File: config.mk
export PLATFORM = sky130hd
export DESIGN_NAME = dsr_shift_reg
export DESIGN_NICKNAME = d
export VERILOG_FILES = /design/src/logic/dsr_pkg.sv /design/src/logic/dsr_stream_if.sv /design/src/logic/dsr_pair_buf.sv /design/src/logic/dsr_shift_reg.sv
export SDC_FILE = /design/constraint.sdc
export NUM_CORES = 1
export LEC_CHECK = 0
export ABC_AREA = 1
export ABC_CLOCK_PERIOD_IN_PS = 1450
export BUFFER_PORTS_ARGS = -buffer_cell sky130_fd_sc_hd__buf_2
export CORE_MARGIN = 3
export CORE_UTILIZATION = 54
export DETAILED_ROUTE_END_ITERATION = 8
export GPL_TIMING_DRIVEN = 0
export PLACE_DENSITY = 0.76
export SLEW_MARGIN = 10
export SYNTH_ARGS = -nofsm -noshare
export SYNTH_HDL_FRONTEND = slang
export SYNTH_SLANG_ARGS = --single-unit
File: constraint.sdc
create_clock -name ref_clk_i -period 1.45 [get_ports ref_clk_i]
set_input_delay 0.145 -clock ref_clk_i [delete_from_list [all_inputs] [get_ports ref_clk_i]]
set_output_delay 0.145 -clock ref_clk_i [all_outputs]
set_load 0.01 [all_outputs]
File: src/logic/dsr_pkg.sv
// Constants shared by the shift register and its output buffer
// Notes on behaviour
// - Four stages exist that can both shift right and load in parallel on a clock.
// - Stages change only on the falling edge of the effective clock, never on its rise.
// - With load select low each stage feeds the next, so a clock moves data one place right.
// - With load select high a clock copies the four parallel inputs into the four stages.
// - In shift mode only the first clock input advances the register.
// - In shift mode the first stage takes the serial data input.
// - In shift mode the second clock and the parallel inputs are ignored.
// - In load mode the stage-to-stage path is cut and the stages take the parallel inputs.
// - The effective clock is clock one gated by shift mode ORed with clock two gated by load mode.
// - There is no master reset or clear; stages are set only by shift or load.
// - Devices cascade by feeding the last stage output into the next serial input.
// - Every stage output is visible at all times.
package dsr_pkg;

    // ------------------------------------------------------------
    // Sizes
    // ------------------------------------------------------------
    localparam int unsigned DSR_WIDTH     = 4;
    localparam int unsigned DSR_BUF_DEPTH = 2;
    localparam int unsigned DSR_PIN_COUNT = 8;

    // ------------------------------------------------------------
    // Pin positions inside the synchroniser word
    // ------------------------------------------------------------
    localparam int unsigned DSR_PIN_SHIFT_CLK = 0;
    localparam int unsigned DSR_PIN_LOAD_CLK  = 1;
    localparam int unsigned DSR_PIN_LOAD_SEL  = 2;
    localparam int unsigned DSR_PIN_SERIAL    = 3;
    localparam int unsigned DSR_PIN_DATA_LSB  = 4;

    // ------------------------------------------------------------
    // Values after reset, and the buffer's full count
    // ------------------------------------------------------------
    localparam logic [DSR_PIN_COUNT-1:0] DSR_PINS_RST  = 8'h00;
    localparam logic [DSR_WIDTH-1:0]     DSR_WORD_RST  = 4'h0;
    localparam logic [1:0]               DSR_COUNT_RST = 2'h0;
    localparam logic [1:0]               DSR_COUNT_FULL = 2'h2;

endpackage : dsr_pkg

File: src/logic/dsr_stream_if.sv
// Valid/ready word stream between the register core and its buffer
`timescale 1ns/1ps
interface dsr_stream_if;
    import dsr_pkg::*;

    logic                 valid;
    logic                 ready;
    logic [DSR_WIDTH-1:0] data;

    modport src (output valid, output data, input  ready);
    modport snk (input  valid, input  data, output ready);

endinterface : dsr_stream_if

File: src/logic/dsr_pair_buf.sv
// Two-entry word buffer with valid and ready on both sides
`timescale 1ns/1ps
module dsr_pair_buf
    import dsr_pkg::*;
(
    input  wire logic                 ref_clk_i,
    input  wire logic                 rst_i,
    dsr_stream_if.snk                 in_s,
    output logic                      out_valid_o,
    output logic [DSR_WIDTH-1:0]      out_data_o,
    input  wire logic                 out_ready_i
);

    typedef struct packed {
        logic [DSR_BUF_DEPTH-1:0][DSR_WIDTH-1:0] ent;
        logic [1:0]                              cnt;
        logic                                    vld;
        logic                                    rdy;
    } dsr_buf_state_t;

    dsr_buf_state_t st;
    dsr_buf_state_t next_st;
    logic           push;
    logic           pop;

    assign push = in_s.valid & st.rdy;
    assign pop  = st.vld & out_ready_i;

    // Entry zero is always the head, so the output is a plain flop
    always_comb
    begin
        next_st = st;
        if (pop)
        begin
            next_st.ent[0] = st.ent[1];
            next_st.cnt    = next_st.cnt - 2'h1;
        end
        if (push)
        begin
            next_st.ent[next_st.cnt[0]] = in_s.data;
            next_st.cnt                 = next_st.cnt + 2'h1;
        end
        next_st.vld = (next_st.cnt != DSR_COUNT_RST);
        next_st.rdy = (next_st.cnt != DSR_COUNT_FULL);
    end

    always_ff @(posedge ref_clk_i or posedge rst_i)
    begin
        if (rst_i)
        begin
            st.ent <= {DSR_BUF_DEPTH{DSR_WORD_RST}};
            st.cnt <= DSR_COUNT_RST;
            st.vld <= 1'b0;
            st.rdy <= 1'b1;
        end
        else
        begin
            st <= next_st;
        end
    end

    assign in_s.ready  = st.rdy;
    assign out_valid_o = st.vld;
    assign out_data_o  = st.ent[0];
endmodule // dsr_pair_buf

File: src/logic/dsr_shift_reg.sv
// Four-stage dual-clock shift register with parallel load and word stream
`timescale 1ns/1ps
module dsr_shift_reg
    import dsr_pkg::*;
(
    input  wire logic                 ref_clk_i,
    input  wire logic                 rst_i,
    input  wire logic                 shift_clk_i,
    input  wire logic                 load_clk_i,
    input  wire logic                 load_select_i,
    input  wire logic                 serial_i,
    input  wire logic [DSR_WIDTH-1:0] load_data_i,
    output logic      [DSR_WIDTH-1:0] stage_out_o,
    output logic                      accept_ready_o,
    output logic                      word_valid_o,
    output logic      [DSR_WIDTH-1:0] word_data_o,
    input  wire logic                 word_ready_i
);

    // ------------------------------------------------------------
    // State
    // ------------------------------------------------------------
    typedef struct packed {
        logic [DSR_PIN_COUNT-1:0] pin_meta;
        logic [DSR_PIN_COUNT-1:0] pin_sync;
        logic                     eff_prev;
        logic                     filled;
        logic                     push_vld;
        logic [DSR_WIDTH-1:0]     push_data;
    } dsr_core_state_t;

    dsr_core_state_t      st;
    dsr_core_state_t      next_st;
    logic [DSR_WIDTH-1:0] stages;
    logic [DSR_WIDTH-1:0] next_stages;

    logic                 s_shift_clk;
    logic                 s_load_clk;
    logic                 s_load_sel;
    logic                 s_serial;
    logic [DSR_WIDTH-1:0] s_load_data;
    logic                 eff_clk;
    logic                 eff_fall;

    dsr_stream_if word_s ();

    // ------------------------------------------------------------
    // Synchronised pin view
    // ------------------------------------------------------------
    assign s_shift_clk = st.pin_sync[DSR_PIN_SHIFT_CLK];
    assign s_load_clk  = st.pin_sync[DSR_PIN_LOAD_CLK];
    assign s_load_sel  = st.pin_sync[DSR_PIN_LOAD_SEL];
    assign s_serial    = st.pin_sync[DSR_PIN_SERIAL];
    assign s_load_data = st.pin_sync[DSR_PIN_DATA_LSB +: DSR_WIDTH];

    // ------------------------------------------------------------
    // Effective clock and its falling edge
    // ------------------------------------------------------------
    // Mode is assumed to change only while both clocks are low
    assign eff_clk  = (s_shift_clk & ~s_load_sel) | (s_load_clk & s_load_sel);
    assign eff_fall = st.eff_prev & ~eff_clk;

    // ------------------------------------------------------------
    // Stage update
    // ------------------------------------------------------------
    always_comb
    begin
        next_stages = stages;
        if (eff_fall)
        begin
            if (s_load_sel)
            begin
                next_stages = s_load_data;
            end
            else
            begin
                next_stages = {stages[DSR_WIDTH-2:0], s_serial};
            end
        end
    end

    // Stages carry no reset; only shift or load sets them
    always_ff @(posedge ref_clk_i)
    begin
        stages <= next_stages;
    end

    // ------------------------------------------------------------
    // Control state
    // ------------------------------------------------------------
    always_comb
    begin
        next_st          = st;
        next_st.pin_meta = {load_data_i, serial_i, load_select_i, load_clk_i, shift_clk_i};
        next_st.pin_sync = st.pin_meta;
        next_st.eff_prev = eff_clk;
        // Flag sets on any update; stages are all known once a load or four shifts have landed
        next_st.filled   = st.filled | eff_fall;
        if (word_s.ready)
        begin
            next_st.push_vld = 1'b0;
        end
        // Each new stage word is offered downstream; a stalled word is replaced
        if (eff_fall)
        begin
            next_st.push_vld  = 1'b1;
            next_st.push_data = next_stages;
        end
    end

    always_ff @(posedge ref_clk_i or posedge rst_i)
    begin
        if (rst_i)
        begin
            st.pin_meta  <= DSR_PINS_RST;
            st.pin_sync  <= DSR_PINS_RST;
            st.eff_prev  <= 1'b0;
            st.filled    <= 1'b0;
            st.push_vld  <= 1'b0;
            st.push_data <= DSR_WORD_RST;
        end
        else
        begin
            st <= next_st;
        end
    end

    // ------------------------------------------------------------
    // Output buffer
    // ------------------------------------------------------------
    assign word_s.valid = st.push_vld;
    assign word_s.data  = st.push_data;

    dsr_pair_buf u_buf (
        .ref_clk_i   (ref_clk_i),
        .rst_i       (rst_i),
        .in_s        (word_s),
        .out_valid_o (word_valid_o),
        .out_data_o  (word_data_o),
        .out_ready_i (word_ready_i)
    );

    // Last stage doubles as the cascade output
    assign stage_out_o    = stages;
    assign accept_ready_o = word_s.ready;
endmodule // dsr_shift_reg

==> summary.txt <==
Power
  – Sequential power share: 45.0%
  – Sw frac: a little under a third
  – Comb power frac: 26.6%
  – Switching power: 0.970 mW
  – Pleak: 0.956 nW
  – Internal power: 2.17 mW
  – Clock share of power: 28.4%
  – Pwr dens: 1780 nW/um^2
  – Maximum vdd drop: 1.52 mV

Route
  – Post-route ant nets: 0
  – WL/cell: around 11 um
  – Post-Route WL: 2.31 mm
  – Drt via density: around 4.6
  – Vias post-DR: between 900 and 1000
  – # DRC: 0
  – TritonRoute pass-1 iters: 4
  – Drt initial violations: 17

Worst setup path
  – Worst Path Required: 1.74 ns
  – Worst path cell trace: nand2_2, inv_1, nand3_1, nand3_1, nand2_2, nand2_2
  – Largest delay share family, worst path: flip-flops
  – Worst setup EP type: flip-flop
  – RR Startpoint: u_buf.in_s.ready
  – Setup Crit Path Kind: flip-flop to flip-flop
  – WP data arrival: 1.56 ns
  – Most used cell along the critical path: nand2_2
  – Startpoint types: flip-flop
  – R2r setup slk: 0.18 ns
  – R2r endpoint: u_buf.out_valid_o
  – Buf+Inv Stages, Crit Path: 1
  – Crit-path slowest cell: dfstp_2
  – CP max stage delay: 0.56 ns
  – CP Max Fanout: 6
  – Worst reg-to-reg path cell count: 6

Logic synthesis
  – Top_reg_cell synth: dfrtp_1
  – Avg Cell Area, Syn: 10.2 sq um
  – Synth top cells by count: 55 x nand2_1, 33 x dfrtp_1, 13 x inv_1, 9 x nand3_1, 9 x o21ai_0
  – Synth area leader: dfrtp_1
  – Count leader, synth: nand2_1
  – Ys async rst share: 89.5%
  – Sequential fraction of the synthesis area: 65.1%
  – Number of synthesized register bits: 38
  – Post-synth EDFFs: 0
  – Cell count after synthesis: 141
  – Mapped Area: 1430 sq um
  – Post-synth top area share: 57.7%
  – Synth warn: 0
  – Distinct cells, synth: 15
  – Synthesized Nets: roughly 150
  – Synth area leaders: dfrtp_1 58%, nand2_1 14%, dfxtp_1 5.6%

Timing
  – Final setup TNS: 0 ns
  – Final Cycle Share: 87.7%
  – Final setup vio count: 0
  – Final Hold Viols: 0
  – RSZ-0062 raised after global routing: false
  – Setup ws final: 0.178 ns
  – Worst slew pin tran: 0.664 ns
  – Highest clock rate: 0.786 GHz
  – Clk_skew: 0.00754 ns
  – Minimum clock period: 1.27 ns
  – Relative slew slack: around 56%
  – Fin. max-slew vios: 0

Floorplanning
  – Die Y-Extent: 57.5 um
  – Area of the die: between 3000 and 4000 sq um
  – Initial Util: a little under three fifths
  – Core Area: 2500 sq um
  – Rows: 18
  – Die width: 57.5 um
  – I/O Pins: 21

Cells and area
  – Final Instance Area: 1770 sq um
  – # diodes: 0
  – P&R area growth vs syn: 23.3%
  – # nets final: 188
  – Layout cells sized above 1: 25.8%

Hold path
  – Worst min-delay path startpoint: word_ready_i
  – Hold depth: 5
  – Hold EP: u_buf.in_s.ready
  – Worst min path class: input pin to flip-flop

CTS
  – # clock sinks: 38
  – Worst-Skew Late Latency: ~0.34 ns
  – Number of instances resized during post-cts repair: 0
  – Clk Tree Root Cell: clkbuf_4
  – CTS Buf Count: 5
  – CTS tree: yes
  – Clock-pin slew on the worst setup and hold paths: roughly 0.11 ns
  – Longest Clk Path Bufs: 2
  – H-Tree Depth: 2

GRT
  – GRT overflow: 0
  – Largest net degree at the start of global routing: 35
  – Vias in the first global route: 1002
  – First-pass GRT wire length: between 4 and 5 mm
  – Initial antenna violation count: 0
  – Overall Global Routing Usage: between 15 and 20%

Placement
  – Setup WS pre-CTS: 0.122 ns
  – HPWL Detailed: 1.55 mm
  – Placer Congestion: 0.786
  – Dpl cell area: 1570 sq um
  – Buffers on Ports: 20

Flow run
  – Max Cap Viol: 0

Run status
  – Status: complete, no violations
## per-stage QoR
step                      power [mW]  hold WS [ns]  util (%)  cells
after floorplan                 2.03         0.176         -    141
after global placement          2.22         0.253      62.8    191
after detailed placement        2.25         0.255      62.8    191
after CTS                       3.17         0.153      70.2    207
after global routing            3.33         0.285      70.6    208
final                           3.14         0.271      70.6    208
## cell type report
type | count | area (sq um)
well taps | 30 | 37.5
multi-input cells | 84 | 412
fillers | 187 | 734
clock inverters | 3 | 68.8
clock buffers | 5 | 37.5
repair buffers | 29 | 190
inverters | 15 | 57.6
flip-flops and latches | 38 | 932
plain buffers | 4 | 30.0
## worst max-delay path by stage
stage	start	to	slack (ns)	depth (start not counted)
after global routing	u_buf.in_s.ready	u_buf.st[3]	0.11	6
after CTS	u_buf.in_s.ready	u_buf.out_valid_o	0.18	6
after floorplan	u_buf.in_s.ready	u_buf.out_valid_o	0.27	5
after detailed placement	rst_i	st[6]	0.12	2
after global placement	rst_i	st[6]	0.19	2
final	u_buf.in_s.ready	u_buf.out_valid_o	0.18	6
## power by group through the flow
stage | clock network [mW] | registers [mW] | logic [mW]
3_3_place_gp | 0 | 1.42 | 0.793
2_1_floorplan | 0 | 1.43 | 0.605
5_1_grt | 0.956 | 1.44 | 0.937
4_1_cts | 0.910 | 1.41 | 0.845
6_report | 0.889 | 1.41 | 0.835
3_5_place_dp | 0 | 1.43 | 0.819
## cells in the final DEF (no fill, tap or decap)
| cell | Yosys | routed |
|---|---|---|
| buf_4 | 4 | 4 |
| dfstp_2 | 1 | 1 |
| clkinv_4 | 0 | 1 |
| nand3_1 | 9 | 9 |
| nand2_2 | 3 | 3 |
| buf_2 | 0 | 20 |
| clkinv_2 | 1 | 1 |
| o21ai_0 | 9 | 9 |
| dfxtp_1 | 4 | 4 |
| nand2_1 | 55 | 55 |
| inv_1 | 13 | 12 |
| nor2_1 | 1 | 1 |
| dlygate4sd3_1 | 0 | 9 |
| a21oi_4 | 1 | 1 |
| clkbuf_4 | 0 | 5 |
| nand2_4 | 5 | 5 |
| bufinv_16 | 0 | 2 |
| inv_2 | 1 | 2 |
| dfrtp_1 | 33 | 33 |
| nor2_8 | 1 | 1 |
## metal layers
layer | vias to the layer above | part of all wire, % | global-route usage (%)
met5 | - | 0 | 0
met4 | 0 | 2.2 | 8.61
met3 | 6 | 4.4 | 7.01
met2 | 17 | 48 | 27.3
met1 | 438 | 45 | 19.7
li1 | 502 | - | -
## kinds of logic (layout without fill, tap and decap cells)
logic type / after synthesis / count (layout) / synth area share, %
simple gates: 74 / 74 / 24.5
flops: 38 / 38 / 65.1
buf+inv: 19 / 56 / 6.12
compound gates: 10 / 10 / 4.28
## repair_timing
| action | 4_1_cts | 5_1_grt |
|---|---|---|
| setup buffers | 0 | 0 |
| hold buffers | 8 | 1 |
| endpoints found under the hold margin | 8 | 33 |
## flip-flops by register name, summed over array words and instances, names as in the netlist, 4 cells and up
register          count
stage_out_o           4
s_load_data           4
u_buf.out_data_o      4
next_st               8
u_buf.st              6
word_s.data           4
## tightest hold or removal path, stage by stage
cell and delay, ns:
buf_2 0.12, nand3_1 0.08, nand2_1 0.06, nand3_1 0.12, nand3_1 0.08
Power figures use the tool's default switching activity.
